### src/clkdist_pkg.sv
/*
 * clkdist_pkg: constants, enums and structs shared by the system clock
 * distribution block and its unit clock divider.
 * assumes: one 25 MHz control clock; the analog PLLs sit outside and take
 * the ratio codes this block presents.
 */
package clkdist_pkg;

	// control clock
	localparam int unsigned CLK_PERIOD_NS = 40;

	// register offsets (byte addresses on the plain register port)
	localparam logic [7:0] OFS_OUTPUT_CLOCK_CONTROL    = 8'h00;
	localparam logic [7:0] OFS_LOCAL_BUS_CLOCK_CONTROL = 8'h04;
	localparam logic [7:0] OFS_SYSTEM_CLOCK_CONTROL    = 8'h08;
	localparam logic [7:0] OFS_CLOCK_STATUS            = 8'h0C;
	localparam logic [7:0] OFS_RESET_CONFIG_WORD_LOW   = 8'h10;

	// counts and widths
	localparam int unsigned NUM_BUS_CLOCKS = 5;
	localparam int unsigned NUM_UNITS      = 5;
	localparam int unsigned UNIT_PCI_DMA   = 4;

	// reset config word low field positions
	localparam int unsigned RCW_LOCAL_BUS_CLOCK_MODE_BIT    = 31;
	localparam int unsigned RCW_MEMORY_CLOCK_MODE_BIT   = 30;
	localparam int unsigned RCW_SYSTEM_PLL_MULTIPLIER_LSB    = 24;
	localparam int unsigned RCW_PROCESSOR_PLL_RATIO_LSB = 16;

	// hard-coded reset option word (multiplier x4, processor ratio field zero)
	localparam logic [31:0] HARD_RCW_LOW = 32'h0400_2000;

	// system pll multiplier legal codes
	localparam logic [3:0] SYSTEM_PLL_MULTIPLIER_MIN = 4'h2;
	localparam logic [3:0] SYSTEM_PLL_MULTIPLIER_MAX = 4'h6;

	// local bus divider field codes
	localparam logic [1:0] LBDIV_2 = 2'h0;
	localparam logic [1:0] LBDIV_4 = 2'h1;

	// reset values
	localparam logic [4:0]  OUTPUT_CLOCK_CONTROL_RESET     = 5'h00;
	localparam logic [1:0]  LBDIV_RESET    = 2'h0;
	localparam logic [8:0]  SYSTEM_CLOCK_CONTROL_RESET     = 9'h155;
	localparam logic [31:0] RDATA_UNMAPPED = 32'h0000_0000;

	// unit clock setting
	typedef enum logic [1:0] {
		UMODE_OFF,
		UMODE_FULL,
		UMODE_HALF,
		UMODE_THIRD
	} unit_mode_t;

	// register port request
	typedef struct packed {
		logic [7:0]  addr;
		logic [31:0] wdata;
		logic        wr;
		logic        rd;
	} reg_req_t;

	// ratio codes for the pll macros
	typedef struct packed {
		logic [3:0] csb_mult;
		logic [4:0] ddr_mult;
		logic [4:0] lbc_mult;
		logic [6:0] core_ratio;
		logic       system_pll_multiplier_reserved;
	} pll_cfg_t;

	// tick inputs from the pll macros, one pulse per derived clock period
	typedef struct packed {
		logic csb;
		logic ddr;
		logic lbc;
	} pll_tick_t;

endpackage

### src/system_clock_distribution.sv
/*
 * system_clock_distribution: primary clock select, sync and bus clock
 * outputs, pll ratio codes, memory and local bus clock outputs, and
 * per-unit clock enables, with a plain register port.
 * assumes: clock pins and pll ticks are sampled levels synchronous to clk,
 * clk fast enough to see every level of them; plls are outside.
 */
`timescale 1ns/1ns
// Summary of operation
// RQ1 - primary clock: host pin or agent pin
// RQ2 - host clock feeds halving divider and muxes
// RQ3 - sync output: host clock or half, per strap
// RQ4 - bus clock output n gated by enable n
// RQ5 - bus multiplier: (1 + not strap) times multiplier
// RQ6 - multiplier factors two through six only
// RQ7 - ratios from reset word, pll fed bus clock
// RQ8 - memory clock ratio; output pair halved
// RQ9 - local bus clock ratio then further divider
// RQ10 - local bus output half, quarter or eighth
// RQ11 - units full rate at reset, software selectable
// RQ12 - configurer keeps derived clocks below maxima
// RQ13 - software keeps security, usb below maxima
// RQ14 - multiplier codes 0010..0110 valid, others reserved
// RQ15 - unit rate changes are glitch free
module system_clock_distribution
	import clkdist_pkg::*;
(
	input  wire logic                      clk,
	input  wire logic                      nrst,
	input  wire logic                      host_mode_strap,
	input  wire logic                      input_halving_strap,
	input  wire logic                      rcw_hard_option,
	input  wire logic [31:0]               rcw_low_in,
	input  wire logic                      host_clock_input,
	input  wire logic                      agent_clock_input,
	input  wire pll_tick_t                 pll_tick,
	input  wire reg_req_t                  req,
	output logic [31:0]                    rdata_r,
	output logic                           primary_clock_r,
	output logic                           pci_half_clock_r,
	output logic                           sync_clock_out_r,
	output logic [NUM_BUS_CLOCKS-1:0]      bus_clock_output_r,
	output pll_cfg_t                       pll_cfg_r,
	output logic [1:0]                     memory_clock_out_r,
	output logic [1:0]                     local_bus_clock_out_r,
	output logic [NUM_UNITS-1:0]           unit_clock_en
);

	// configuration captured at reset release
	logic        captured_r;      // straps and word taken
	logic        host_mode_r;     // pci host strap
	logic        halving_r;       // input halving strap level
	logic [31:0] rcw_r;           // reset config word low
	logic        captured_nxt;
	logic        host_mode_nxt;
	logic        halving_nxt;
	logic [31:0] rcw_nxt;

	// software registers
	logic [NUM_BUS_CLOCKS-1:0] output_clock_control_r;   // output_clock_control
	logic [NUM_BUS_CLOCKS-1:0] output_clock_control_nxt;
	logic [1:0]                lbdiv_r;  // local_bus_divider
	logic [1:0]                lbdiv_nxt;
	logic [8:0]                system_clock_control_r;   // system_clock_control
	logic [8:0]                system_clock_control_nxt;
	logic [31:0]               rdata_nxt;

	// clock path state
	logic                      host_prev_r;  // host pin last sample
	logic                      pci_half_nxt;
	logic                      sync_nxt;
	logic [NUM_BUS_CLOCKS-1:0] bus_nxt;
	logic                      prim_nxt;
	logic                      mem_clk_r;    // memory clock phase
	logic                      mem_clk_nxt;
	logic [1:0]                memory_nxt;
	logic [1:0]                lb_cnt_r;     // lbc ticks in half period
	logic [1:0]                lb_cnt_nxt;
	logic                      lb_clk_r;     // local bus clock phase
	logic                      lb_clk_nxt;
	logic [1:0]                local_nxt;
	pll_cfg_t                  pll_cfg_nxt;
	logic                      host_rise;

	// multiplier code to factor, zero for reserved codes
	function automatic logic [3:0] system_pll_multiplier_factor(input logic [3:0] code);
		// RQ14 reserved codes
		if (code >= SYSTEM_PLL_MULTIPLIER_MIN && code <= SYSTEM_PLL_MULTIPLIER_MAX)
			system_pll_multiplier_factor = code;
		else
			system_pll_multiplier_factor = 4'h0;
	endfunction

	// local bus divider field to lbc ticks per half period minus one
	function automatic logic [1:0] lb_half_m1(input logic [1:0] code);
		unique case (code)
			LBDIV_2: lb_half_m1 = 2'd0;
			LBDIV_4: lb_half_m1 = 2'd1;
			default: lb_half_m1 = 2'd3;
		endcase
	endfunction

	// capture straps and reset word once, right after release
	always_comb
	begin
		captured_nxt  = 1'b1;
		host_mode_nxt = host_mode_r;
		halving_nxt   = halving_r;
		rcw_nxt       = rcw_r;
		if (!captured_r)
		begin
			host_mode_nxt = host_mode_strap;
			halving_nxt   = input_halving_strap;
			// RQ7 word source select
			rcw_nxt       = rcw_hard_option ? HARD_RCW_LOW : rcw_low_in;
		end
	end

	// register writes and reads
	always_comb
	begin
		output_clock_control_nxt  = output_clock_control_r;
		lbdiv_nxt = lbdiv_r;
		system_clock_control_nxt  = system_clock_control_r;
		rdata_nxt = RDATA_UNMAPPED;
		if (req.wr)
		begin
			unique case (req.addr)
				OFS_OUTPUT_CLOCK_CONTROL:    output_clock_control_nxt  = req.wdata[NUM_BUS_CLOCKS-1:0];
				OFS_LOCAL_BUS_CLOCK_CONTROL: lbdiv_nxt = req.wdata[1:0];
				// RQ11 software rate select
				OFS_SYSTEM_CLOCK_CONTROL:    system_clock_control_nxt  = req.wdata[8:0];
				default:                     ;
			endcase
		end
		if (req.rd)
		begin
			unique case (req.addr)
				OFS_OUTPUT_CLOCK_CONTROL:    rdata_nxt = {27'h0, output_clock_control_r};
				OFS_LOCAL_BUS_CLOCK_CONTROL: rdata_nxt = {30'h0, lbdiv_r};
				OFS_SYSTEM_CLOCK_CONTROL:    rdata_nxt = {23'h0, system_clock_control_r};
				OFS_CLOCK_STATUS:            rdata_nxt = {28'h0, pll_cfg_r.system_pll_multiplier_reserved,
				                                          halving_r, host_mode_r, captured_r};
				OFS_RESET_CONFIG_WORD_LOW:   rdata_nxt = rcw_r;
				default:                     rdata_nxt = RDATA_UNMAPPED;
			endcase
		end
	end

	// pin clock paths
	assign host_rise = host_clock_input && !host_prev_r;
	always_comb
	begin
		// RQ1 primary source select
		prim_nxt     = host_mode_r ? host_clock_input : agent_clock_input;
		// RQ2 fixed halving divider
		pci_half_nxt = host_rise ? !pci_half_clock_r : pci_half_clock_r;
		// RQ3 sync output mux
		sync_nxt     = halving_r ? host_clock_input : pci_half_nxt;
		// RQ4 per-output gating
		bus_nxt      = output_clock_control_r & {NUM_BUS_CLOCKS{sync_nxt}};
	end

	// ratio codes for the plls
	always_comb
	begin
		logic [3:0] factor;
		logic [4:0] csb5;
		factor = system_pll_multiplier_factor(rcw_r[RCW_SYSTEM_PLL_MULTIPLIER_LSB +: 4]);
		// RQ5 RQ6 bus clock multiplier
		csb5   = halving_r ? {1'b0, factor} : {factor, 1'b0};
		pll_cfg_nxt.csb_mult      = csb5[3:0];
		pll_cfg_nxt.system_pll_multiplier_reserved = (factor == 4'h0);
		// RQ8 memory controller ratio
		pll_cfg_nxt.ddr_mult      = rcw_r[RCW_MEMORY_CLOCK_MODE_BIT] ? {csb5[3:0], 1'b0} : csb5;
		// RQ9 local bus controller ratio
		pll_cfg_nxt.lbc_mult      = rcw_r[RCW_LOCAL_BUS_CLOCK_MODE_BIT] ? {csb5[3:0], 1'b0} : csb5;
		// RQ7 processor pll ratio
		pll_cfg_nxt.core_ratio    = rcw_r[RCW_PROCESSOR_PLL_RATIO_LSB +: 7];
	end

	// memory and local bus output dividers
	always_comb
	begin
		// RQ8 halved memory output pair
		mem_clk_nxt = pll_tick.ddr ? !mem_clk_r : mem_clk_r;
		memory_nxt  = {!mem_clk_nxt, mem_clk_nxt};
		lb_cnt_nxt  = lb_cnt_r;
		lb_clk_nxt  = lb_clk_r;
		if (pll_tick.lbc)
		begin
			// RQ10 half, quarter, eighth
			if (lb_cnt_r >= lb_half_m1(lbdiv_r))
			begin
				lb_cnt_nxt = 2'd0;
				lb_clk_nxt = !lb_clk_r;
			end
			else
			begin
				lb_cnt_nxt = lb_cnt_r + 2'd1;
			end
		end
		local_nxt = {2{lb_clk_nxt}};
	end

	// all registers of the block
	always_ff @(posedge clk or negedge nrst)
	begin
		if (!nrst)
		begin
			captured_r            <= 1'b0;
			host_mode_r           <= 1'b0;
			halving_r             <= 1'b0;
			rcw_r                 <= 32'h0000_0000;
			output_clock_control_r                <= OUTPUT_CLOCK_CONTROL_RESET;
			lbdiv_r               <= LBDIV_RESET;
			system_clock_control_r                <= SYSTEM_CLOCK_CONTROL_RESET;
			rdata_r               <= RDATA_UNMAPPED;
			host_prev_r           <= 1'b0;
			primary_clock_r       <= 1'b0;
			pci_half_clock_r      <= 1'b0;
			sync_clock_out_r      <= 1'b0;
			bus_clock_output_r    <= '0;
			pll_cfg_r             <= '0;
			mem_clk_r             <= 1'b0;
			memory_clock_out_r    <= 2'h2;
			lb_cnt_r              <= 2'd0;
			lb_clk_r              <= 1'b0;
			local_bus_clock_out_r <= 2'h0;
		end
		else
		begin
			captured_r            <= captured_nxt;
			host_mode_r           <= host_mode_nxt;
			halving_r             <= halving_nxt;
			rcw_r                 <= rcw_nxt;
			output_clock_control_r                <= output_clock_control_nxt;
			lbdiv_r               <= lbdiv_nxt;
			system_clock_control_r                <= system_clock_control_nxt;
			rdata_r               <= rdata_nxt;
			host_prev_r           <= host_clock_input;
			primary_clock_r       <= prim_nxt;
			pci_half_clock_r      <= pci_half_nxt;
			sync_clock_out_r      <= sync_nxt;
			bus_clock_output_r    <= bus_nxt;
			pll_cfg_r             <= pll_cfg_nxt;
			mem_clk_r             <= mem_clk_nxt;
			memory_clock_out_r    <= memory_nxt;
			lb_cnt_r              <= lb_cnt_nxt;
			lb_clk_r              <= lb_clk_nxt;
			local_bus_clock_out_r <= local_nxt;
		end
	end

	// per-unit clock enables; pci and dma only off or full
	genvar u;
	generate
		for (u = 0; u < NUM_UNITS; u++)
		begin : g_unit
			unit_mode_t umode;
			if (u == UNIT_PCI_DMA)
			begin : g_pci
				assign umode = system_clock_control_r[2*u] ? UMODE_FULL : UMODE_OFF;
			end
			else
			begin : g_std
				assign umode = unit_mode_t'(system_clock_control_r[2*u +: 2]);
			end
			// RQ11 RQ15 glitch-free unit divider
			unit_clock_divider u_div (
				.clk         (clk),
				.nrst        (nrst),
				.csb_tick    (pll_tick.csb),
				.mode        (umode),
				.unit_tick_r (unit_clock_en[u])
			);
		end
	endgenerate

	// primary follows the host pin in host mode
	prim_sel_a: assert property (@(posedge clk) disable iff (!nrst) // RQ1
		(captured_r && host_mode_r) |=> primary_clock_r == $past(host_clock_input))
		else $error("primary not host pin");

	// halving divider flips on each host rise
	pci_half_a: assert property (@(posedge clk) disable iff (!nrst) // RQ2
		host_rise |=> pci_half_clock_r != $past(pci_half_clock_r))
		else $error("halving divider missed edge");

	// strap high passes host clock undivided
	sync_mux_a: assert property (@(posedge clk) disable iff (!nrst) // RQ3
		(captured_r && halving_r) |=> sync_clock_out_r == $past(host_clock_input))
		else $error("sync not undivided host clock");

	// disabled bus clock outputs stay low
	bus_gate_a: assert property (@(posedge clk) disable iff (!nrst) // RQ4
		1'b1 |=> (bus_clock_output_r & ~$past(output_clock_control_r)) == '0)
		else $error("bus clock out while disabled");

	// bus multiplier doubles when strap low
	csb_mult_a: assert property (@(posedge clk) disable iff (!nrst) // RQ5
		(captured_r && !halving_r && $stable(rcw_r)) |=>
		pll_cfg_r.csb_mult == {system_pll_multiplier_factor($past(rcw_r[RCW_SYSTEM_PLL_MULTIPLIER_LSB +: 4])), 1'b0} % 16)
		else $error("bus multiplier wrong");

	// multiplier codes above the maximum flagged as reserved
	system_pll_multiplier_rsv_a: assert property (@(posedge clk) disable iff (!nrst) // RQ14
		(captured_r && rcw_r[RCW_SYSTEM_PLL_MULTIPLIER_LSB +: 4] > SYSTEM_PLL_MULTIPLIER_MAX) |=> pll_cfg_r.system_pll_multiplier_reserved)
		else $error("reserved multiplier not flagged");

	// memory output toggles on every ddr tick
	mem_half_a: assert property (@(posedge clk) disable iff (!nrst) // RQ8
		pll_tick.ddr |=> memory_clock_out_r[0] != $past(memory_clock_out_r[0]))
		else $error("memory clock missed tick");

	// local bus output moves only after lbc tick
	lb_div_a: assert property (@(posedge clk) disable iff (!nrst) // RQ10
		$changed(local_bus_clock_out_r) |-> $past(pll_tick.lbc))
		else $error("local bus clock moved without tick");

	cov_host_c: cover property (@(posedge clk) disable iff (!nrst) captured_r && host_mode_r && host_rise);
	cov_lb8_c: cover property (@(posedge clk) disable iff (!nrst) lbdiv_r == 2'h2 && $rose(lb_clk_r));
	cov_bus_c: cover property (@(posedge clk) disable iff (!nrst) bus_clock_output_r[0] && sync_clock_out_r);

endmodule

### src/unit_clock_divider.sv
/*
 * unit_clock_divider: turns the system bus clock tick into a unit clock
 * enable at off, full, half or one-third rate.
 * assumes: csb_tick is one clk cycle wide; mode may change at any time.
 */
`timescale 1ns/1ns
module unit_clock_divider
	import clkdist_pkg::*;
(
	input  wire logic       clk,
	input  wire logic       nrst,
	input  wire logic       csb_tick,
	input  wire unit_mode_t mode,
	output logic            unit_tick_r
);

	unit_mode_t active_r;   // mode in force for current period
	unit_mode_t active_nxt;
	logic [1:0] cnt_r;      // ticks left in current period
	logic [1:0] cnt_nxt;
	logic       tick_nxt;

	// ticks per unit period minus one
	function automatic logic [1:0] period_m1(input unit_mode_t m);
		unique case (m)
			UMODE_HALF:  period_m1 = 2'd1;
			UMODE_THIRD: period_m1 = 2'd2;
			default:     period_m1 = 2'd0;
		endcase
	endfunction

	// next state: mode only taken at a period boundary
	always_comb
	begin
		active_nxt = active_r;
		cnt_nxt    = cnt_r;
		tick_nxt   = 1'b0;
		if (csb_tick)
		begin
			// RQ15 boundary-only switch
			if (cnt_r == 2'd0)
			begin
				active_nxt = mode;
				cnt_nxt    = period_m1(mode);
				tick_nxt   = (mode != UMODE_OFF);
			end
			else
			begin
				cnt_nxt = cnt_r - 2'd1;
			end
		end
	end

	// registers
	always_ff @(posedge clk or negedge nrst)
	begin
		if (!nrst)
		begin
			active_r    <= UMODE_FULL;
			cnt_r       <= 2'd0;
			unit_tick_r <= 1'b0;
		end
		else
		begin
			active_r    <= active_nxt;
			cnt_r       <= cnt_nxt;
			unit_tick_r <= tick_nxt;
		end
	end

	// no tick while off
	unit_off_a: assert property (@(posedge clk) disable iff (!nrst) // RQ11
		(active_nxt == UMODE_OFF) |=> !unit_tick_r)
		else $error("unit tick while off");

	// half rate gives no ticks back to back
	unit_half_a: assert property (@(posedge clk) disable iff (!nrst) // RQ15
		(unit_tick_r && active_r == UMODE_HALF && $stable(active_r)) |=> !unit_tick_r)
		else $error("half rate tick too soon");

	unit_third_c: cover property (@(posedge clk) disable iff (!nrst)
		active_r == UMODE_THIRD && unit_tick_r);

endmodule
### config.mk
export PLATFORM = sky130hd
export DESIGN_NAME = system_clock_distribution
export DESIGN_NICKNAME = d
export VERILOG_FILES = /design/src/clkdist_pkg.sv /design/src/system_clock_distribution.sv /design/src/unit_clock_divider.sv
export SDC_FILE = /design/constraint.sdc
export NUM_CORES = 1
export LEC_CHECK = 0
export BUFFER_PORTS_ARGS = -buffer_cell sky130_fd_sc_hd__buf_2
export CAP_MARGIN = 15
export CORE_ASPECT_RATIO = 1.5
export CORE_MARGIN = 2
export CORE_UTILIZATION = 40
export CTS_BUF_LIST = sky130_fd_sc_hd__clkbuf_16
export DETAILED_ROUTE_END_ITERATION = 12
export GPL_TIMING_DRIVEN = 0
export PLACE_DENSITY = 0.67
export SYNTH_ARGS = -nofsm -noshare
export SYNTH_HDL_FRONTEND = slang
export SYNTH_SLANG_ARGS = --single-unit
### constraint.sdc
create_clock -name clk -period 1.5 [get_ports clk]
set_clock_uncertainty 0.1 [all_clocks]
set_input_delay 0.225 -clock clk [delete_from_list [all_inputs] [get_ports clk]]
set_output_delay 0.225 -clock clk [all_outputs]
set_load 0.05 [all_outputs]
==> reports/results.ini <==
[synth]
synthSimpleGateAreaFrac_pct=12.85
netlist_area_sq_um=5150
ys_top_cells_by_count=dfrtp_1 (128), and2_1 (30), a22o_1 (29)
ys_types=44
yosys.area.top_type=dfrtp_1
yosys.area_share.adder_pct=0.4859
ys_top_cells_by_area=dfrtp_1 (62%), a22o_1 (4.9%), mux2_2 (4.8%), and2_1 (3.6%), dfstp_2 (3.1%)
synth_top_area_share_pct=62.20
synth_top_family_by_area=simple AND/OR/NAND/NOR gates
yosysSeqAreaShare_pct=65.26
synth.mux.area_fraction_pct=5.199
ys_async_sr_fraction_pct=100.0
synth_ff_type=dfrtp_1
synth_nets=495
syn_avg_cell_area_sq_um=12.59
synth_compound_area_share_pct=11.71
synth_edf_count=0
synth-xor-area-share_pct=0.6803
synth_warnings=0
yosys_register_bits=134
synthMostInstantiatedCell=dfrtp_1
synthCells=409

[clock_tree]
htreeDepth=4
clock_path_buffers=2
cts_tree=yes
path_clk_slew_ns=0.06
clock_sinks=134
clk_latency_ns=0.40
numCtsBuffers=17
root_buffer=clkbuf_16

[setup_path]
worstPathArrival_ns=1.83
crit_fanout=4
max_stage_delay_ns=0.38
endpoint_kind=register
required_ns=1.69
critPathTopFamily=compound AO/OA/AOI/OAI gates
r2r_slack_ns=-0.13
r2r-start=lbdiv_r[1]$_DFFE_PN0P_
worstPathCellList=or2_4 > ha_4 > nand2b_4 > a21o_1 > o21ai_1 > a21o_1
critical_path_class=register to register
startpoint=lbdiv_r[1]$_DFFE_PN0P_
cp_common_cell=a21o_1
cp_num_buf_inv=0
critPathLaunchType=register
critical_path.slowest_cell=dfrtp_1

[sta]
max_slew.worst_pin.slew_ns=0.5243
rsz0062_at_grt=yes
finalCriticalPeriod_ns=1.633
hold_viol=0
setup_viol=3
fin_crit_sh_pct=108.9
max_slew_margin_pct=65.05
setup_ws_ns=-0.1331
tns_ns=-0.3288
max_freq_ghz=0.6123
drv_slew=0

[route]
wl_per_cell_um=15.07
drc_errors=0
drt_first_pass_iters=4
antenna_left=0
via_per_inst=4.907
wl_um=11770
drt_iter0_drc=108
vias=3832

[floorplanning]
initial_core_util_pct=41.16
rows=50
die_w_um=96.65
core_area_sq_um=12510
dieArea_sq_um=13820
ioPinCount=155
die_h_um=143.0

[pwr]
switching_power_mw=2.723
peakVddDrop_mv=0.6704
p_clk_share_pct=42.9
internal_power_mw=7.049
p_comb_share_pct=16.0
seq_power_share_pct=41.0
switching_share_pct=27.87
p_per_area_nw_per_um2=1356
cellLeakagePower_nw=3.696

[final_layout]
diodes=0
layout.nets=698
drive_gt1_share_pct=36.80
area_growth_pct=39.94

[placement]
gp_congestion=0.7842
pre_cts_ws_ns=-0.4528
dp_hpwl_um=8173
port_buffers=131

[global_routing]
antenna_found_initial=0
grt_start_max_net_pins=81
track_usage_pct=18.02
grt_pass1_vias=4051
grt_pass1_wl_um=19860
grt_remaining_overflow=0

[outcome]
outcome=complete, but fails checks
violations=setup timing

[hold_path]
min_from=pll_tick[0]
hp-class=input pin to register

[run]
cap_violations=0

-- final cells by class --
class	count	area (sq um)
Clock buffer	17	425.4
Tap cell	156	195.2
Buffer	26	146.4
Sequential cell	134	3361
Inverter	15	56.30
Multi-Input combinational cell	234	1634
Clock inverter	15	178.9
Fill cell	1056	5305
Timing Repair Buffer	184	1210
-- metrics by stage --
stage          hold WS (ns)  instances  instance area [sq um]  power [mW]  util, %
6_report            0.02570        781                   7207       9.772    57.60
5_1_grt             0.02894        781                   7207       10.18    57.60
4_1_cts             0.01367        780                   7171       9.832    57.31
3_5_place_dp         0.1195        697                   6050       5.501    48.35
3_3_place_gp         0.2728        696                   6016       5.455    48.08
2_1_floorplan       -0.1706        409                   5165       5.041        -
-- tightest hold or removal path: stages --
cell and delay, ns:
buf_2 0.12, nand2_1 0.08, xnor2_1 0.06
-- flip-flops by register name, indices dropped and copies added (netlist names) --
signal,count
rcw_r,32
rdata_r,32
pll_cfg_r,22
g_unit.u_div.cnt_r,10
system_clock_control_r,9
bus_clock_output_r,5
g_unit.u_div.unit_tick_r,5
output_clock_control_r,5
lb_cnt_r,2
lbdiv_r,2
memory_clock_out_r,2
captured_r,1
halving_r,1
host_mode_r,1
host_prev_r,1
lb_clk_r,1
pci_half_clock_r,1
primary_clock_r,1
sync_clock_out_r,1
-- per-layer routing --
metal  track usage, %  vias up  wire length [um]  part of all wire (%)
li1                 -     1818                 -                     -
met1            21.44     1863              4828                    41
met2            31.65      127              6200                    53
met3            4.161       24               481                   4.1
met4            7.191        0               262                   2.2
met5                0        -                 0                     0
-- power groups by stage --
stage | logic, mW | clock network [mW] | registers, mW
finish | 1.57 | 4.19 | 4.01
global route | 1.69 | 4.45 | 4.04
CTS | 1.55 | 4.27 | 4.01
detailed placement | 1.43 | 0 | 4.08
global placement | 1.39 | 0 | 4.06
floorplan | 0.623 | 0 | 4.42
-- cell families after synthesis --
logic type / after synthesis
AOI/OAI and AO/OA: 84
xor gates and xnor gates: 4
adders and majority gates: 2
buffers and inverters: 41
DFF: 134
muxes: 24
other: 1
and+or+nand+nor: 119
-- cell usage in the layout (no fill, tap or decap), types with 3 or more instances in the layout --
master         count
buf_2            133
a21o_1             6
nand3_1            4
a21oi_1           12
bufinv_16          3
nor2b_1            4
and2_1            30
o211ai_1           4
clkbuf_1           4
nor2_1            26
nand2b_1          10
mux2_2            22
a22o_1            29
clkbuf_16         17
nand3b_1           3
a22oi_1            4
buf_4             14
nor3_1            11
dlygate4sd3_1     49
clkinv_4           4
o21ai_0           14
dfrtp_1          128
clkinvlp_4         3
dfstp_2            6
clkbuf_2           6
a211oi_1           4
nand2_1           17
inv_1             15
-- worst paths after layout --
check / end / cells after the start
max in group asynchronous: system_clock_control_r[0]$_DFFE_PN1P_ / 3
min reg2reg: pll_cfg_r[4]$_DFF_PN0_ / 0
max: lb_cnt_r[1]$_DFFE_PN0P_ / 6
min: lb_clk_r$_DFFE_PN0P_ / 3
max reg2reg: lb_cnt_r[1]$_DFFE_PN0P_ / 6
min in group asynchronous: memory_clock_out_r[0]$_DFF_PN0_ / 2
-- timing repair --
| item | 4_1_cts | 5_1_grt |
|---|---|---|
| pin swaps | 1 | 4 |
| hold buffers | 49 | 0 |
| setup endpoints to repair | 59 | 20 |
| hold endpoints to repair | 104 | 0 |
| gates resized for setup | 8 | 12 |
| buffers inserted | 2 | 1 |
No activity file was read; power rests on OpenSTA's default activity.
